[src/rtl/pato_pkg.sv]
// package: constants and types for the phase alarm timeout block
package pato_pkg;

  // ------------------------------------------------------------
  // timing
  // ------------------------------------------------------------
  localparam int unsigned CLK_HZ      = 100_000_000;
  localparam int unsigned STEP_S      = 2;                 // one timeout step, seconds
  localparam int unsigned STEP_CYC    = STEP_S * CLK_HZ;   // cycles per step
  localparam int unsigned AUTOCLR_S   = 128;               // auto-clear period, seconds
  localparam int unsigned AUTOCLR_STP = AUTOCLR_S / STEP_S;

  // ------------------------------------------------------------
  // register map (byte addresses; printed index times four)
  // ------------------------------------------------------------
  localparam logic [11:0] IDX_CFG     = 12'h0079;
  localparam logic [11:0] ADDR_CFG    = 12'(IDX_CFG * 4);
  localparam logic [11:0] ADDR_CTRL   = 12'h0200;
  localparam logic [11:0] ADDR_ALARM  = 12'h0204;
  localparam logic [11:0] ADDR_ACLR   = 12'h0208;
  localparam logic [11:0] ADDR_ISTAT  = 12'h020C;
  localparam logic [11:0] ADDR_ICLR   = 12'h0210;
  localparam logic [11:0] ADDR_IEN    = 12'h0214;
  localparam logic [11:0] ADDR_TICKS  = 12'h0218;

  localparam int          CFG_W       = 6;
  localparam logic [5:0]  CFG_RST     = 6'h32;
  localparam int          EV_W        = 2;
  localparam int          EV_RAISE    = 0;
  localparam int          EV_AUTOCLR  = 1;
  localparam int          CTRL_AUTOCLR = 0;

  // ------------------------------------------------------------
  // types
  // ------------------------------------------------------------
  typedef enum logic [2:0] {
    LK_FREE      = 3'h0,
    LK_LOCKED    = 3'h1,
    LK_PRELOCK   = 3'h3,
    LK_PRELOCK2  = 3'h2,
    LK_PHASELOST = 3'h6
  } pato_lock_t;

  typedef enum logic [1:0] {
    ST_IDLE    = 2'h0,
    ST_HUNT    = 2'h1,
    ST_EXPIRED = 2'h3
  } pato_state_t;

  typedef struct packed {
    logic        hsel;
    logic [31:0] haddr;
    logic [1:0]  htrans;
    logic        hwrite;
    logic [2:0]  hsize;
    logic        hready;
  } pato_ahb_req_t;

endpackage

[src/rtl/pato_timeout.sv]
// phase alarm timeout: lock-attempt timer, alarm flags, ahb-lite registers
//
// The AHB-Lite interface to the registers was decided locally.
`timescale 1ns/100ps
module pato_timeout
  import pato_pkg::*;
#(
  parameter int unsigned N_IN     = 8,
  parameter int unsigned STEP_CYC_P = STEP_CYC,
  parameter int unsigned AC_STEPS = AUTOCLR_STP
) (
  // clock and reset
  input  wire logic              hclk,
  input  wire logic              hresetn,
  // ahb-lite slave
  input  wire pato_ahb_req_t     ahb_req,
  input  wire logic [31:0]       hwdata,
  output logic                   hreadyout,
  output logic [31:0]            hrdata,
  output logic                   hresp,
  // primary dpll lock controller
  input  wire pato_lock_t        lock_state,
  input  wire logic [$clog2(N_IN)-1:0] sel_input,
  // alarms and interrupt
  output logic [N_IN-1:0]        phase_alarm,
  output logic                   irq
);

  localparam int SW = $clog2(N_IN);
  localparam logic [6:0] AC_LAST = 7'(AC_STEPS - 1);

  typedef struct packed {
    logic                   hready;
    logic [31:0]            hrdata;
    logic                   wr_pend;
    logic                   rd_pend;
    logic [11:0]            addr;
    logic [CFG_W-1:0]       cfg;
    logic                   ac_en;
    pato_state_t            state;
    logic [SW-1:0]          sel_q;
    logic [31:0]            pre;
    logic [CFG_W-1:0]       ticks;
    logic [31:0]            gpre;
    logic [N_IN-1:0]        alarm;
    logic [N_IN-1:0][6:0]   ac_cnt;
    logic [EV_W-1:0]        istat;
    logic [EV_W-1:0]        ien;
    logic                   irq;
  } st_t;

  st_t st_r;
  st_t st_nxt;

  // ------------------------------------------------------------
  // helpers
  // ------------------------------------------------------------
  function automatic logic is_hunt(input pato_lock_t s);
    return (s == LK_PRELOCK) || (s == LK_PRELOCK2) || (s == LK_PHASELOST);
  endfunction

  function automatic logic [31:0] pad(input logic [31:0] v);
    return v;
  endfunction

  logic                hunting;
  logic                sel_moved;
  logic                addr_ph;
  logic                gtick;
  logic [N_IN-1:0]     sw_clr;
  logic [N_IN-1:0]     raise;

  assign hunting   = is_hunt(lock_state);
  assign sel_moved = sel_input != st_r.sel_q;
  assign addr_ph   = ahb_req.hsel && ahb_req.htrans[1] && ahb_req.hready;
  assign gtick     = st_r.gpre == STEP_CYC_P - 1;

  // ------------------------------------------------------------
  // next state
  // ------------------------------------------------------------
  always_comb begin
    st_nxt  = st_r;
    sw_clr  = '0;
    raise   = '0;
    st_nxt.sel_q = sel_input;
    st_nxt.gpre  = gtick ? '0 : st_r.gpre + 32'h0000_0001;

    // bus: reads take one wait state so a write just before is visible
    st_nxt.wr_pend = 1'b0;
    st_nxt.rd_pend = 1'b0;
    st_nxt.hready  = 1'b1;
    if (addr_ph) begin
      st_nxt.addr    = ahb_req.haddr[11:0];
      st_nxt.wr_pend = ahb_req.hwrite;
      st_nxt.rd_pend = !ahb_req.hwrite;
      st_nxt.hready  = ahb_req.hwrite;
    end
    if (st_r.rd_pend) begin
      unique case (st_r.addr)
        ADDR_CFG:   st_nxt.hrdata = pad({26'h0, st_r.cfg});
        ADDR_CTRL:  st_nxt.hrdata = pad({31'h0, st_r.ac_en});
        ADDR_ALARM: st_nxt.hrdata = pad(32'(st_r.alarm));
        ADDR_ISTAT: st_nxt.hrdata = pad({30'h0, st_r.istat});
        ADDR_IEN:   st_nxt.hrdata = pad({30'h0, st_r.ien});
        ADDR_TICKS: st_nxt.hrdata = pad({26'h0, st_r.ticks});
        default:    st_nxt.hrdata = 32'h0000_0000;
      endcase
    end
    if (st_r.wr_pend) begin
      unique case (st_r.addr)
        ADDR_CFG:  st_nxt.cfg   = hwdata[CFG_W-1:0];
        ADDR_CTRL: st_nxt.ac_en = hwdata[CTRL_AUTOCLR];
        ADDR_ACLR: sw_clr       = hwdata[N_IN-1:0];
        ADDR_IEN:  st_nxt.ien   = hwdata[EV_W-1:0];
        default: ;
      endcase
    end

    // lock-attempt timer
    unique case (st_r.state)
      ST_IDLE: begin
        st_nxt.pre   = '0;
        st_nxt.ticks = '0;
        if (hunting) begin
          st_nxt.state = ST_HUNT;
        end
      end
      ST_HUNT: begin
        if (!hunting || sel_moved) begin
          st_nxt.state = ST_IDLE;
        end else if (st_r.ticks >= st_r.cfg) begin
          raise[st_r.sel_q] = 1'b1;
          st_nxt.state      = ST_EXPIRED;
        end else if (st_r.pre == STEP_CYC_P - 1) begin
          st_nxt.pre   = '0;
          st_nxt.ticks = st_r.ticks + 6'h01;
        end else begin
          st_nxt.pre = st_r.pre + 32'h0000_0001;
        end
      end
      ST_EXPIRED: begin
        // no further measurement of a rejected input
        if (!hunting || sel_moved) begin
          st_nxt.state = ST_IDLE;
        end
      end
      default: st_nxt.state = ST_IDLE;
    endcase

    // alarms: a new raise wins over any clear in the same cycle
    for (int i = 0; i < N_IN; i++) begin
      if (raise[i]) begin
        st_nxt.alarm[i]  = 1'b1;
        st_nxt.ac_cnt[i] = '0;
      end else if (st_r.alarm[i]) begin
        if (sw_clr[i]) begin
          st_nxt.alarm[i] = 1'b0;
        end else if (st_r.ac_en && gtick) begin
          if (st_r.ac_cnt[i] == AC_LAST) begin
            st_nxt.alarm[i]           = 1'b0;
            st_nxt.istat[EV_AUTOCLR]  = 1'b1;
          end else begin
            st_nxt.ac_cnt[i] = st_r.ac_cnt[i] + 7'h01;
          end
        end
      end
    end
    if (|raise) begin
      st_nxt.istat[EV_RAISE] = 1'b1;
    end

    // interrupt status: clear first, then events set over it
    if (st_r.wr_pend && st_r.addr == ADDR_ICLR) begin
      st_nxt.istat = st_r.istat & ~hwdata[EV_W-1:0];
      if (|raise) st_nxt.istat[EV_RAISE] = 1'b1;
      for (int i = 0; i < N_IN; i++) begin
        if (!raise[i] && st_r.alarm[i] && !sw_clr[i] && st_r.ac_en && gtick && st_r.ac_cnt[i] == AC_LAST) begin
          st_nxt.istat[EV_AUTOCLR] = 1'b1;
        end
      end
    end
    st_nxt.irq = |(st_nxt.istat & st_nxt.ien);
  end

  // ------------------------------------------------------------
  // state register
  // ------------------------------------------------------------
  always_ff @(posedge hclk or negedge hresetn) begin
    if (!hresetn) begin
      st_r        <= '0;
      st_r.hready <= 1'b1;
      st_r.cfg    <= CFG_RST;
      st_r.state  <= ST_IDLE;
    end else begin
      st_r <= st_nxt;
    end
  end

  assign hreadyout   = st_r.hready;
  assign hrdata      = st_r.hrdata;
  assign hresp       = 1'b0;
  assign phase_alarm = st_r.alarm;
  assign irq         = st_r.irq;

  logic [N_IN-1:0] alarm_q;
  logic [N_IN-1:0] rose_q;
  logic [N_IN-1:0] fell_q;

  // previous alarm word for edge checks; reset value matches the reset alarm
  always_ff @(posedge hclk or negedge hresetn) begin
    if (!hresetn) begin
      alarm_q <= '0;
    end else begin
      alarm_q <= st_r.alarm;
    end
  end

  assign rose_q = st_r.alarm & ~alarm_q;
  assign fell_q = ~st_r.alarm & alarm_q;
endmodule

[config.mk]
export PLATFORM = sky130hd
export DESIGN_NAME = pato_timeout
export DESIGN_NICKNAME = d
export VERILOG_FILES = /design/src/rtl/pato_pkg.sv /design/src/rtl/pato_timeout.sv
export SDC_FILE = /design/constraint.sdc
export NUM_CORES = 1
export LEC_CHECK = 0
export ABC_AREA = 1
export BUFFER_PORTS_ARGS = -buffer_cell sky130_fd_sc_hd__buf_2
export CORE_ASPECT_RATIO = 2
export CORE_UTILIZATION = 55
export DETAILED_ROUTE_END_ITERATION = 6
export GPL_TIMING_DRIVEN = 0
export PLACE_DENSITY = 0.76
export SLEW_MARGIN = 10
export SYNTH_ARGS = -nofsm -noshare
export SYNTH_HDL_FRONTEND = slang
export SYNTH_SLANG_ARGS = --single-unit
[constraint.sdc]
create_clock -name hclk -period 4.4 [get_ports hclk]
set_input_delay 0.44 -clock hclk [delete_from_list [all_inputs] [get_ports hclk]]
set_output_delay 0.44 -clock hclk [all_outputs]
set_load 0.02 [all_outputs]
### Yosys cells after proc, flatten, opt, wreduce, memory -nomap -nowiden

Index checks and enable logic that the tools add are counted.

| cells by class | value |
|---|---|
| bitwise logic cells | 3 |
| shift-type cells | 0 |
| $mul | 0 |
| magnitude comparators | 3 |
| reductions and logical operators | 99 |
| div/mod/pow operators | 0 |
| equality and inequality tests | 46 |
| multiplexer cells | 151 |
| add/subtract/negate cells | 11 |

Operators with widths:

| cell | count |
|---|---|
| 2-to-1 mux 7 bit | 37 |
| 2-to-1 mux 1 bit | 89 |
| == test 12 x 10 -> 1 bit, second input constant | 7 |
| 2-to-1 mux 38 bit | 2 |
| case mux 38 bit (2 select lines) | 1 |
| adder 32 x 1 -> 32 bit, second input constant | 2 |
| == test 32 x 28 -> 1 bit, second input constant | 2 |
| 2-to-1 mux 32 bit | 2 |
| 2-to-1 mux 8 bit | 8 |
| adder 7 x 1 -> 7 bit, second input constant | 8 |
| == test 7 x 6 -> 1 bit, second input constant | 8 |
| case mux 8 bit (6 select lines) | 1 |
| logical AND 1 bit | 45 |
| AND reduction 4 bit | 9 |
| nonzero test 2 bit | 17 |
| != test 2 bit, second input constant | 13 |
| logical NOT 1 bit | 18 |
| != test 2 x 1 -> 1 bit, second input constant | 8 |
| 2-to-1 mux 14 bit | 1 |
| 2-to-1 mux 2 bit | 7 |
| == test 12 x 9 -> 1 bit, second input constant | 1 |
| OR reduction 8 bit | 1 |
| adder 6 x 1 -> 6 bit, second input constant | 1 |
| == test 3 x 2 -> 1 bit, second input constant | 2 |
| 18 further kinds | 23 |

| word-level totals | value |
|---|---|
| register bits after elaboration | 198 |
| memory bits (read-only) | 0 |
| output and inout bits | 43 |
| RAM bits | 0 |
| latch bits | 0 |
| memories | 0 |
| word-level logic and storage cells | 337 |

### Depth between registers and ports, before layout

Gate-level depths: netlist of the first run.

| depth | value |
|---|---|
| depth after elaboration | 46 |
| depth in mapped cells | 17 |
| gate-level depth less buffers | 17 |

### Least setup slack after synthesis of the first run

OpenSTA, ideal clock, no wires.

| path | value |
|---|---|
| path type | reg-to-reg |
| start point | register st_r[150] in the netlist's numbering |
| end point | register st_r, in the netlist irq |
| slack | 2.234 ns |
| required time | 4.283 ns |
| arrival time | 2.049 ns |
| path buffers | 0 |
| cell stages (with the launch flop) | 16 |
| period minus slack after synthesis | 2.166 ns |
| library setup time | 0.117 ns |
| cells stage by stage | dfstp_2 -> inv_1 -> ha_1 -> nand2_1 -> nor2_1 -> nand2_1 -> nand2_1 -> nand2_1 -> nor2_1 -> nor2_1 -> nand2_1 -> nand2_1 -> nor2_1 -> nand3_1 -> nand2_1 -> nand2_1 |

RTL lines:

| item | RTL line | RTL |
|---|---|---|
| start: declaration | pato_timeout.sv:52 | `st_t st_r;` |
| start signal: assignment | pato_timeout.sv:195 | `st_r <= st_nxt;` |

==> reports/qor.tcl, run 1 <==
set qor(outcome) {finished clean}
set qor(postSynthAreaPerCell_um2) 7.60
set qor(most_frequent_cells_in_the_layout) {261 x sky130_fd_sc_hd__nand2_1, 194 x sky130_fd_sc_hd__inv_1, 173 x sky130_fd_sc_hd__nor2_1, 170 x sky130_fd_sc_hd__dfrtp_1, 81 x sky130_fd_sc_hd__nand3_1}
set qor(number_of_enable_type_register_cells_in_the_synthesized_netlist) 0
set qor(yosysWarnings) 0
set qor(num_ports) 123
set qor(max_freq_mhz) 368
set qor(cts_tree) {yes}
set qor(worst_setup_path_end_kind) {flop}
set qor(drt_drc_violations_left) 0
set qor(clock_path_buffers) 2
set qor(final_hold_viol_count) 0
set qor(totalNegativeSetupSlack_ps) 0
set qor(design_area_um2) 11200
set qor(peakVddDrop_v) 0.000287
set qor(fin_nets) 1497
set qor(hold_path_depth) 1
set qor(timing.critical_path.fanout_max) 9
set qor(average_detailed_routed_wire_length_per_instance_um) 15.2
set qor(dominantRegCellSynth) {sky130_fd_sc_hd__dfrtp_1}
set qor(drt_iter0_markers) 442
set qor(synth-seq-cells) 174
set qor(setup_viol) 0
set qor(gp_congestion) 0.928
set qor(die_area_um2) 18600
set qor(critPathArrivalTime_ps) 3040
set qor(min_path_type) {in2reg}
set qor(ff_latch_area_um2) 4360
set qor(grt_start_max_net_pins) 112
set qor(vias) 8885
set qor(grt_pass1_vias) 8856
set qor(core.rowCount) 69
set qor(synthArstFlopShare) 1.00
set qor(timing.max_slew.rel_slack) 0.408
set qor(wire_length_reported_by_the_detailed_router_um) 24700
set qor(grt_util_overall) 0.274
set qor(ff2ff_path_depth) 15
set qor(clk_transition_reported_paths_ps) 70
set qor(antenna_violating_nets_post_route) 0
set qor(cts_buffers) 17
set qor(flow.area_growth_from_synthesis_pct) 12.9
set qor(min-delay-start) {sel_input[2]}
set qor(clock_tree.root_cell) {sky130_fd_sc_hd__clkbuf_16}
set qor(post-route-min-period_ps) 2720
set qor(rsz_0062_raised_after_global_routing) {no}
set qor(grt_pass1_wl_um) 40500
set qor(power.density_nw_per_um2) 341
set qor(die_width_um) 97.0
set qor(layout_worst_path_cycle_share) 0.617
set qor(drv_slew) 0
set qor(die_height_um) 192
set qor(dpl.hpwl_um) 18700
set qor(rr_startpoint) {st_r[150]}
set qor(h-tree-depth) 4
set qor(tightestPinTransition_ps) 880
set qor(critPathRequiredTime_ps) 4720
set qor(floorplan.initialDensity) 0.561
set qor(io_buffer_count) 49
set qor(maxCapViolCount) 0
set qor(core-area_um2) 17700
set qor(drt_first_pass_iters) 5
set qor(multiInputGateArea_um2) 4560
set qor(netlist-cell-type-count) 44
set qor(avgViaCountPerCell) 5.46
set qor(antenna-diode-count) 0
set qor(cts_setup_buffers) 0
set qor(finalClockSkew_ps) 10.1
set qor(timing_worst_setup_path_type) {reg2reg}
set qor(most_common_cell_after_layout_fill_and_taps_aside) {sky130_fd_sc_hd__nand2_1}
set qor(grt-ovfl-total) 0
set qor(clock_latency_reported_for_the_late_side_of_the_worst_skew_pair_ps) 440
set qor(timing.hold.worst_endpoint) {st_r[141]}
set qor(crit_path_start_kind) {flop}
set qor(total_leakage_power_uw) 0.00571
set qor(regToRegEndpoint) {irq}
set qor(count_of_mapped_cells_out_of_synthesis) 1306
set qor(reg2reg_setup_slack_ps) 1680
set qor(ys_seq_area_frac) 0.439
set qor(final.fill_count) 1600
set qor(synth_area_um2) 9930
set qor(antenna_found_initial) 0
set qor(post_route_cells_drive_above_1_share) 0.121
set qor(cts.sink_count) 174
set qor(placedInstanceArea_um2) 10600
[area by class of cell]
| type | instances | share of cell area |
|---|---|---|
| clock buffers | 17 | 0.0379 |
| multi-input cells | 906 | 0.406 |
| inverters | 198 | 0.0663 |
| repair buffers | 51 | 0.0261 |
| clock inverters | 15 | 0.0186 |
| plain buffers | 52 | 0.0321 |
| flip-flops and latches | 174 | 0.389 |
| well taps | 213 | 0.0238 |
[power breakdown]
| part | switching (uW) | total [uW] | internal [uW] |
|---|---|---|---|
| sequential | 44.4 | 1690 | 1650 |
| clock | 679 | 1640 | 960 |
| combinational | 353 | 492 | 139 |
[kinds of logic after synthesis]
logic type	after synthesis	share of synthesized area
mux	8	0.00907
xor+xnor	42	0.0370
other cells	1	0.000378
fa+ha+maj	17	0.0214
flops	174	0.439
compound gates	158	0.0881
buf+inv	250	0.111
simple gates	656	0.294
[worst max-delay path by stage]
stage          slack [ps]        to  startpoint
2_1_floorplan        2230       irq   st_r[150]
4_1_cts              1680       irq   st_r[101]
6_report             1680       irq   st_r[150]
5_1_grt              1420       irq   st_r[101]
3_3_place_gp          100  st_r[42]     hresetn
3_5_place_dp         1720       irq   st_r[101]
[synth_stat cells, types with 5 or more instances]
library cell,instances,share of area
sky130_fd_sc_hd__and3_1,6,0.0038
sky130_fd_sc_hd__nand3_1,81,0.041
sky130_fd_sc_hd__a21oi_1,53,0.027
sky130_fd_sc_hd__a31oi_1,5,0.0032
sky130_fd_sc_hd__nand2_2,7,0.0044
sky130_fd_sc_hd__nand4_1,39,0.025
sky130_fd_sc_hd__nor2_1,173,0.065
sky130_fd_sc_hd__nor4_1,12,0.0076
sky130_fd_sc_hd__nand3b_1,5,0.0038
sky130_fd_sc_hd__buf_4,42,0.032
sky130_fd_sc_hd__dfrtp_1,170,0.43
sky130_fd_sc_hd__ha_1,17,0.021
sky130_fd_sc_hd__nor3_1,51,0.026
sky130_fd_sc_hd__nand2_1,261,0.099
sky130_fd_sc_hd__o21ai_0,74,0.037
sky130_fd_sc_hd__o31ai_1,7,0.0053
sky130_fd_sc_hd__inv_1,194,0.073
sky130_fd_sc_hd__xor2_1,32,0.028
sky130_fd_sc_hd__xnor2_1,10,0.0088
sky130_fd_sc_hd__nor2_4,5,0.0057
sky130_fd_sc_hd__buf_2,6,0.0030
sky130_fd_sc_hd__mux2_2,8,0.0091
[per-stage QoR]
step                hold slack, ps  cells  utilization  total power [uW]  worst slack (ps)
floorplan                      144   1330            -              2030              2230
global placement               456   1592        0.595              2190               101
detailed placement             422   1593        0.597              2210              1720
CTS                            125   1626        0.634              3840              1680
global route                   125   1626        0.634              3970              1420
finish                         139   1626        0.634              3820              1680
[what timing repair did]
item | CTS | global route
endpoints found under the hold margin | 62 | 0
resized for setup | 0 | 0
hold buffers | 1 | 0
[state kept, by name, indices dropped and copies added (netlist names)]
name and count:
phase_alarm 8, hreadyout 1, irq 1, hrdata 8
st_r 156
[layer usage]
layer	global-route usage	vias up	part of all wire
met1	0.268	4185	0.36
met4	0.195	0	0.056
met5	0	-	0
met3	0.0382	91	0.030
li1	-	4355	-
met2	0.522	254	0.55
[worst max-delay path: stages (launching register included)]
cell,delay [ps]
sky130_fd_sc_hd__dfstp_2,530
sky130_fd_sc_hd__inv_1,50
sky130_fd_sc_hd__ha_1,290
sky130_fd_sc_hd__nand2_1,70
sky130_fd_sc_hd__nor2_1,110
sky130_fd_sc_hd__nand2_1,60
sky130_fd_sc_hd__nand2_1,270
sky130_fd_sc_hd__nand2_1,220
sky130_fd_sc_hd__nor2_1,400
sky130_fd_sc_hd__nor2_1,70
sky130_fd_sc_hd__nand2_1,80
sky130_fd_sc_hd__nand2_1,100
sky130_fd_sc_hd__nor2_1,120
sky130_fd_sc_hd__nand3_1,100
sky130_fd_sc_hd__nand2_1,70
sky130_fd_sc_hd__nand2_1,60
Power figures use the tool's default switching activity.
==> run 2, diff against run 1 <==
--- a/config.mk
+++ b/config.mk
@@ -5,13 +5,13 @@
 export SDC_FILE = /design/constraint.sdc
 export NUM_CORES = 1
 export LEC_CHECK = 0
-export ABC_AREA = 1
+export ABC_AREA = 0
 export BUFFER_PORTS_ARGS = -buffer_cell sky130_fd_sc_hd__buf_2
 export CORE_ASPECT_RATIO = 2
 export CORE_UTILIZATION = 55
 export DETAILED_ROUTE_END_ITERATION = 6
 export GPL_TIMING_DRIVEN = 0
-export PLACE_DENSITY = 0.76
+export PLACE_DENSITY = 0.77
 export SLEW_MARGIN = 10
 export SYNTH_ARGS = -nofsm -noshare
 export SYNTH_HDL_FRONTEND = slang
==> constraint.sdc (replaced) <==
create_clock -name hclk -period 2.6 [get_ports hclk]
set_input_delay 0.26 -clock hclk [delete_from_list [all_inputs] [get_ports hclk]]
set_output_delay 0.26 -clock hclk [all_outputs]
set_load 0.02 [all_outputs]
==> run 2 against run 1 <==
Setup slack got worse by 1600 ps. Non-clock buffer count increased by 33. Critical endpoint is now st_r[4]. Sequential power increased by 70%. Final cell count decreased by 22%. Largest power group unchanged.
==> reports/qor.tcl, run 2 <==
set qor(outcome) {finished clean}
set qor(most_common_cell_after_layout_fill_and_taps_aside) {sky130_fd_sc_hd__dfrtp_1}
set qor(core.rowCount) 66 ;# -4.3%
set qor(min_path_type) {in2reg}
set qor(final_hold_viol_count) 0 ;# unchanged
set qor(dpl.hpwl_um) 15700 ;# -16%
set qor(crit_path_start_kind) {flop}
set qor(clock_latency_reported_for_the_late_side_of_the_worst_skew_pair_ps) 440 ;# about the same
set qor(grt_util_overall) 0.263 ;# -0.0116
set qor(ff2ff_path_depth) 11 ;# -4
set qor(ys_seq_area_frac) 0.470 ;# +0.0310
set qor(timing.max_slew.rel_slack) 0.489 ;# +0.0811
set qor(cpPeakStageDelay_ps) 540 ;# about the same
set qor(critPathRequiredTime_ps) 2900 ;# -1820 ps
set qor(post-route-min-period_ps) 2570 ;# -151 ps
set qor(average_detailed_routed_wire_length_per_instance_um) 17.2 ;# +13%
set qor(drt_first_pass_iters) 5 ;# unchanged
set qor(dominantRegCellSynth) {sky130_fd_sc_hd__dfrtp_1}
set qor(ys_top_cells_by_count) {170 x sky130_fd_sc_hd__dfrtp_1, 102 x sky130_fd_sc_hd__nor2_1, 64 x sky130_fd_sc_hd__nand2_1, 63 x sky130_fd_sc_hd__o21ai_0, 59 x sky130_fd_sc_hd__nand3_1}
set qor(worstPathBufferInverterCount) 3 ;# +2
set qor(drv_slew) 0 ;# unchanged
set qor(clock_path_buffers) 2 ;# unchanged
set qor(synthArstFlopShare) 1.00 ;# unchanged
set qor(avgViaCountPerCell) 5.89 ;# +7.9%
set qor(regToRegEndpoint) {st_r[4]}
set qor(power.density_nw_per_um2) 547 ;# +61%
set qor(totalNegativeSetupSlack_ps) 0 ;# unchanged
set qor(h-tree-depth) 4 ;# unchanged
set qor(synth_area_um2) 9270 ;# -6.6%
set qor(timing.critical_path.fanout_max) 6 ;# -3
set qor(share_of_total_power_in_combinational_logic) 0.085 ;# -0.044
set qor(postSynthAreaPerCell_um2) 9.81 ;# +29%
set qor(cpMaxStageDelayCell) {sky130_fd_sc_hd__dfstp_2}
set qor(drt_iter0_markers) 374 ;# -15%
set qor(clk_transition_reported_paths_ps) 70 ;# about the same
set qor(layout_worst_path_cycle_share) 0.987 ;# +0.369
set qor(net-switching-power_uw) 1520 ;# +41%
set qor(number_of_enable_type_register_cells_in_the_synthesized_netlist) 0 ;# unchanged
set qor(grt-ovfl-total) 0 ;# unchanged
set qor(synth.most_common_cell) {sky130_fd_sc_hd__dfrtp_1}
set qor(numPlacedInstances) 1224 ;# -23%
set qor(num_ports) 123 ;# unchanged
set qor(setup_viol) 0 ;# unchanged
set qor(timing_worst_setup_path_type) {reg2reg}
set qor(clock_power_frac) 0.431 ;# +0.002
set qor(power.share.sequential) 0.483 ;# +0.041
set qor(count_of_mapped_cells_out_of_synthesis) 945 ;# -28%
set qor(final_core_util) 0.665 ;# +0.0309
set qor(critPathArrivalTime_ps) 2870 ;# -170 ps
set qor(antenna-diode-count) 0 ;# unchanged
set qor(largest_cells_by_area_after_synthesis) {sky130_fd_sc_hd__dfrtp_1 46%, sky130_fd_sc_hd__nor2_1 4.1%, sky130_fd_sc_hd__xor2_1 3.7%}
set qor(peakVddDrop_v) 0.000371 ;# +29%
set qor(rsz_0062_raised_after_global_routing) {yes}
set qor(antenna_violating_nets_post_route) 0 ;# unchanged
set qor(netlist-cell-type-count) 72 ;# +64%
set qor(cts_buffers) 17 ;# unchanged
set qor(drt_drc_violations_left) 0 ;# unchanged
set qor(internal_power_uw) 4420 ;# +61%
set qor(die_area_um2) 17400 ;# -6.5%
set qor(yosysWarnings) 0 ;# unchanged
set qor(max_flop_register) {st_r}
set qor(floorplan.initialDensity) 0.567 ;# +0.00614
set qor(clock_tree.root_cell) {sky130_fd_sc_hd__clkbuf_16}
set qor(filler_free_cell_count_of_the_finished_design) 1274 ;# -22%
set qor(io_buffer_count) 49 ;# unchanged
set qor(grt_pass1_vias) 7529 ;# -15%
set qor(power.switching_fraction) 0.256 ;# -0.0255
set qor(core-area_um2) 16400 ;# -7.6%
set qor(fin_nets) 1154 ;# -23%
set qor(vias) 7510 ;# -15%
set qor(antenna_found_initial) 0 ;# unchanged
set qor(crit_path_cell_trace) {inv_1 -> ha_1 -> nand2_1 -> o21a_1 -> o21a_2 -> buf_4 -> nor4b_4 -> buf_4 -> o32ai_2 -> nor4_1 -> o21bai_1}
set qor(cts.sink_count) 174 ;# unchanged
set qor(rr_startpoint) {st_r[150]}
set qor(gp_congestion) 0.870 ;# -6.3%
set qor(worst_setup_path_end_kind) {flop}
set qor(synth-seq-cells) 174 ;# unchanged
set qor(max_freq_mhz) 390 ;# +5.9%
set qor(synth_top_cell_area_share) 0.459 ;# +0.0303
set qor(timing.hold.worst_endpoint) {st_r[155]}
set qor(timing.critical_path.mode_cell) {sky130_fd_sc_hd__buf_4}
set qor(path_delay_family) {simple AND/OR/NAND/NOR gates}
set qor(cts_tree) {yes}
set qor(final.fill_count) 1303 ;# -19%
set qor(finalClockSkew_ps) 10.1 ;# -0.0205 ps
set qor(total_leakage_power_uw) 0.00491 ;# -14%
set qor(hold_path_depth) 2 ;# +1
set qor(maxCapViolCount) 0 ;# unchanged
set qor(post_route_cells_drive_above_1_share) 0.219 ;# +0.0977
set qor(grt_pass1_wl_um) 35600 ;# -12%
set qor(wire_length_reported_by_the_detailed_router_um) 21900 ;# -11%
set qor(min-delay-start) {ahb_req[11]}
set qor(reg2reg_setup_slack_ps) 30 ;# -1650 ps
set qor(die_width_um) 93.8 ;# -3.3%
set qor(biggest_area_consumer_among_synthesized_cells) {sky130_fd_sc_hd__dfrtp_1}
set qor(flow.area_growth_from_synthesis_pct) 17.2
set qor(largest_reg_flops) 156 ;# unchanged
set qor(grt_start_max_net_pins) 102 ;# -8.9%
set qor(die_height_um) 186 ;# -3.3%
set qor(tightestPinTransition_ps) 761 ;# -119 ps
set qor(most_frequent_cells_in_the_layout) {168 x sky130_fd_sc_hd__dfrtp_1, 100 x sky130_fd_sc_hd__nor2_1, 64 x sky130_fd_sc_hd__nand2_1, 61 x sky130_fd_sc_hd__o21ai_0, 58 x sky130_fd_sc_hd__buf_4}
==> run 2: changes by cell type after synthesis, sizes merged, moves of 12 or more <==
cell    delta
a21oi     -26
inv      -178
mux2      +12
nand2    -204
nand2b    +14
nand3     -25
nor2      -79
nor3      -28
o21ai     -13
or3       +19
xnor2     +20
==> run 2: per-stage QoR <==
step	hold WS (ps)	setup WS (ps)	area, um2	power (uW)
after floorplan	-35.6	48.6	9360	3210
after global placement	396	-1440	9860	3380
after detailed placement	360	-534	9910	3400
after CTS	51.5	-31.0	10700	5970
after global routing	48.5	-128	10900	6150
final	54.8	34.5	10900	5950
==> run 2: routing by layer <==
layer	global-route usage	share of wire
met5	0	0
met4	0.147	0.050
met3	0.0413	0.030
met2	0.500	0.56
met1	0.264	0.36
==> run 2: timing repair <==
item                                    4_1_cts  5_1_grt
hold buffers                                  4        0
pin swaps                                     9        4
hold endpoints to repair                     99        0
gates resized for setup                      23       29
endpoints found under the setup margin       63       52
setup buffers                                 6        8
==> run 2: cells by family (layout without fill, tap and decap cells) <==
logic type / after synthesis / in the layout / synth area share
XOR/XNOR: 69 / 69 / 0.0652
AO/OA/AOI/OAI: 152 / 152 / 0.101
buffers and inverters: 86 / 187 / 0.0542
flip-flops: 174 / 174 / 0.470
adder cells (fa/ha/maj): 17 / 17 / 0.0229
AND/OR/NAND/NOR: 418 / 418 / 0.252
other: 1 / 25 / 0.000404
multiplexers: 28 / 28 / 0.0333
==> run 2: area by class of cell <==
| class | instances | area [um2] | share of cell area |
|---|---|---|---|
| Buffer | 67 | 452 | 0.0416 |
| Clock buffer | 18 | 429 | 0.0395 |
| Clock inverter | 14 | 156 | 0.0144 |
| Inverter | 19 | 71.3 | 0.00656 |
| Multi-Input combinational cell | 709 | 4710 | 0.433 |
| Sequential cell | 174 | 4360 | 0.401 |
| Tap cell | 204 | 255 | 0.0235 |
| Timing Repair Buffer | 69 | 433 | 0.0398 |
==> run 2: how the worst max path moves through the flow <==
stage                          from        end  slack, ps  cells past startpoint
final                     st_r[150]    st_r[4]         30                     11
after global routing      st_r[112]  st_r[103]       -130                      8
after CTS                 st_r[150]    st_r[4]        -30                     10
after detailed placement  st_r[150]    st_r[4]       -530                     10
after global placement      hresetn   st_r[91]      -1440                      1
after floorplan           st_r[150]    st_r[4]         50                     10
==> run 2: worst register-to-register path: cells and delay by family, from the launching register on <==
| family | cells | cell delay, ps |
|---|---|---|
| compound gates | 4 | 600 |
| fa+ha+maj | 1 | 310 |
| buf+inv | 3 | 400 |
| flops | 1 | 540 |
| simple gates | 3 | 600 |
==> run 2: power by group through the flow <==
stage	Clock, uW	Sequential [uW]	Combinational (uW)
3_3_place_gp	0	2910	468
6_report	2570	2870	508
4_1_cts	2600	2870	503
3_5_place_dp	0	2910	485
5_1_grt	2710	2880	562
2_1_floorplan	0	2890	322
==> run 3, diff against run 2 <==
--- a/config.mk
+++ b/config.mk
@@ -7,11 +7,13 @@
 export LEC_CHECK = 0
 export ABC_AREA = 0
 export BUFFER_PORTS_ARGS = -buffer_cell sky130_fd_sc_hd__buf_2
+export CAP_MARGIN = 20
 export CORE_ASPECT_RATIO = 2
 export CORE_UTILIZATION = 55
 export DETAILED_ROUTE_END_ITERATION = 6
 export GPL_TIMING_DRIVEN = 0
 export PLACE_DENSITY = 0.77
+export REMOVE_ABC_BUFFERS = 1
 export SLEW_MARGIN = 10
 export SYNTH_ARGS = -nofsm -noshare
 export SYNTH_HDL_FRONTEND = slang
==> run 3 against run 2 <==
Register-to-register slack improved by 40 ps. Highest routed layer unchanged. Global-route usage shrank 0.41 points. Fmax is 1.5% higher. Combinational power fell by 11%. Critical path type unchanged. Count of clock-buffer cells in the layout unchanged. Non-clock buffer count decreased by 55. First-iteration DRC count up 9.6%. Via count decreased by 1.9%. Routed wire length fell by 1.2%. Largest power group unchanged. Design area decreased by 2.9%. Setup slack better by 38 ps. Clock power about the same.
==> reports/qor.tcl, run 3 (synthesis results as in run 2) <==
set qor(total_power_uw) 5930 ;# -0.33%
set qor(clock_latency_reported_for_the_late_side_of_the_worst_skew_pair_ps) 440 ;# about the same
set qor(core-area_um2) 16400 ;# unchanged
set qor(finalClockSkew_ps) 7.67 ;# -2.41 ps
set qor(placement_setup_slack_ps) -902 ;# -368 ps
set qor(grt-ovfl-total) 0 ;# unchanged
set qor(antenna_found_initial) 0 ;# unchanged
set qor(setup_ws_ps) 72.7 ;# +38.2 ps
set qor(layout_worst_path_cycle_share) 0.972 ;# -0.0147
set qor(peakVddDrop_v) 0.000379 ;# +2.2%
set qor(io_buffer_count) 49 ;# unchanged
set qor(totalNegativeSetupSlack_ps) 0 ;# unchanged
set qor(maxCapViolCount) 0 ;# unchanged
set qor(outcome) {finished clean}
set qor(crit_path_start_kind) {flop}
set qor(gp_congestion) 0.849 ;# -2.4%
set qor(cts_tree) {yes}
set qor(power.density_nw_per_um2) 561 ;# +2.6%
set qor(wire_length_reported_by_the_detailed_router_um) 21600 ;# -1.2%
set qor(timing_worst_setup_path_type) {reg2reg}
set qor(average_detailed_routed_wire_length_per_instance_um) 17.7 ;# +3.2%
set qor(most_frequent_cells_in_the_layout) {168 x sky130_fd_sc_hd__dfrtp_1, 100 x sky130_fd_sc_hd__nor2_1, 64 x sky130_fd_sc_hd__nand2_1, 62 x sky130_fd_sc_hd__o21ai_0, 59 x sky130_fd_sc_hd__nand3_1}
set qor(worst_setup_path_end_kind) {flop}
set qor(min_path_type) {in2reg}
set qor(floorplan.initialDensity) 0.567 ;# unchanged
set qor(die_area_um2) 17400 ;# unchanged
set qor(grt_pass1_vias) 7348 ;# -2.4%
set qor(timing.max_slew.rel_slack) 0.390 ;# -0.0989
set qor(critPathArrivalTime_ps) 2900 ;# +30 ps
set qor(max_flop_register) {st_r}
set qor(cts_buffers) 17 ;# unchanged
set qor(flow.area_growth_from_synthesis_pct) 13.8
set qor(drt_drc_violations_left) 0 ;# unchanged
set qor(num_ports) 123 ;# unchanged
set qor(total_leakage_power_uw) 0.00472 ;# -3.8%
set qor(h-tree-depth) 4 ;# unchanged
set qor(vias) 7370 ;# -1.9%
set qor(reg2reg_setup_slack_ps) 70 ;# +40 ps
set qor(drv_slew) 0 ;# unchanged
set qor(grt_pass1_wl_um) 34900 ;# -1.9%
set qor(max_freq_mhz) 396 ;# +1.5%
set qor(timing.critical_path.fanout_max) 6 ;# unchanged
set qor(tightestPinTransition_ps) 908 ;# +147 ps
set qor(drt_iter0_markers) 410 ;# +9.6%
set qor(final_hold_viol_count) 0 ;# unchanged
set qor(die_height_um) 186 ;# unchanged
set qor(antenna-diode-count) 0 ;# unchanged
set qor(largest_reg_flops) 156 ;# unchanged
set qor(post_route_cells_drive_above_1_share) 0.181 ;# -0.0376
set qor(post-route-min-period_ps) 2530 ;# -38.2 ps
set qor(most_common_cell_after_layout_fill_and_taps_aside) {sky130_fd_sc_hd__dfrtp_1}
set qor(clk_transition_reported_paths_ps) 70 ;# about the same
set qor(setup_viol) 0 ;# unchanged
set qor(grt_util_overall) 0.259 ;# -0.00413
set qor(clock_path_buffers) 2 ;# unchanged
set qor(antenna_violating_nets_post_route) 0 ;# unchanged
set qor(clock_tree.root_cell) {sky130_fd_sc_hd__clkbuf_16}
set qor(core.rowCount) 66 ;# unchanged
set qor(fin_nets) 1100 ;# -4.7%
set qor(dpl.hpwl_um) 14600 ;# -6.9%
set qor(drt_first_pass_iters) 7 ;# +2
set qor(die_width_um) 93.8 ;# unchanged
set qor(avgViaCountPerCell) 6.04 ;# +2.5%
set qor(final_core_util) 0.646 ;# -0.0190
set qor(cts.sink_count) 174 ;# unchanged
set qor(rsz_0062_raised_after_global_routing) {yes}
set qor(critPathRequiredTime_ps) 2970 ;# +70 ps
set qor(grt_start_max_net_pins) 112 ;# +9.8%
## run 3: cell count changes in the layout (fill, tap and decap cells not counted), sizes merged
cell           delta
buf              -41
clkbuf           -15
clkinvlp          -2
a21o              +1
clkdlybuf4s18     +1
clkinv            +1
inv               +1
## run 3: final cells by class
type                    count  area (um2)
well taps                 204         255
clock inverters            14         158
flip-flops and latches    174        4360
fillers                  1268        5800
multi-input cells         710        4720
clock buffers              18         429
repair buffers             81         562
inverters                  19        71.3
## run 3: metrics by stage
stage	hold WS (ps)	instance area, um2	instances
floorplan	-35.6	8930	902
global placement	394	9430	1155
detailed placement	240	9550	1162
CTS	42.8	10400	1212
global route	45.7	10600	1220
finish	48.8	10600	1220
## run 3: repair_timing
action                                  in CTS  in global routing
resized for setup                           22                 10
endpoints found under the setup margin      87                 40
cloned                                       1                  0
buffers inserted                            13                  8
pin swaps                                   10                  6
hold endpoints to repair                    65                  0
hold buffers                                 4                  0
## run 3: routing by layer
| metal | wire length, um | global-route usage | vias up |
|---|---|---|---|
| met5 | 0 | 0 | - |
| met4 | 998 | 0.137 | 0 |
| met3 | 776 | 0.0470 | 61 |
| met2 | 11800 | 0.479 | 207 |
| met1 | 8050 | 0.271 | 3655 |
| li1 | - | - | 3447 |
## run 3: worst paths after layout
path / startpoint / end / depth (start not counted)
max: st_r[78] / irq / 7
min: ahb_req[14] / st_r[158] / 2
max reg2reg: st_r[78] / irq / 7
min reg2reg: st_r[123] / st_r[123] / 1
max in group asynchronous: hresetn / st_r[139] / 3
min in group asynchronous: hresetn / st_r[159] / 2
## run 3: power breakdown
part / total [uW] / switching, uW / internal, uW / leakage (uW)
Clock: 2580 / 1150 / 1440 / 0.000284
Sequential: 2890 / 109 / 2780 / 0.00234
Combinational: 450 / 275 / 175 / 0.00210
Total: 5930 / 1530 / 4390 / 0.00472
## run 3: worst max-delay path, stage by stage (launching register included)
cell and delay [ps]:
sky130_fd_sc_hd__dfrtp_1 460, sky130_fd_sc_hd__and4bb_2 360, sky130_fd_sc_hd__nand3_1 170, sky130_fd_sc_hd__or4_4 630, sky130_fd_sc_hd__buf_12 170, sky130_fd_sc_hd__o41ai_4 410, sky130_fd_sc_hd__o31ai_1 130, sky130_fd_sc_hd__nand3_1 110
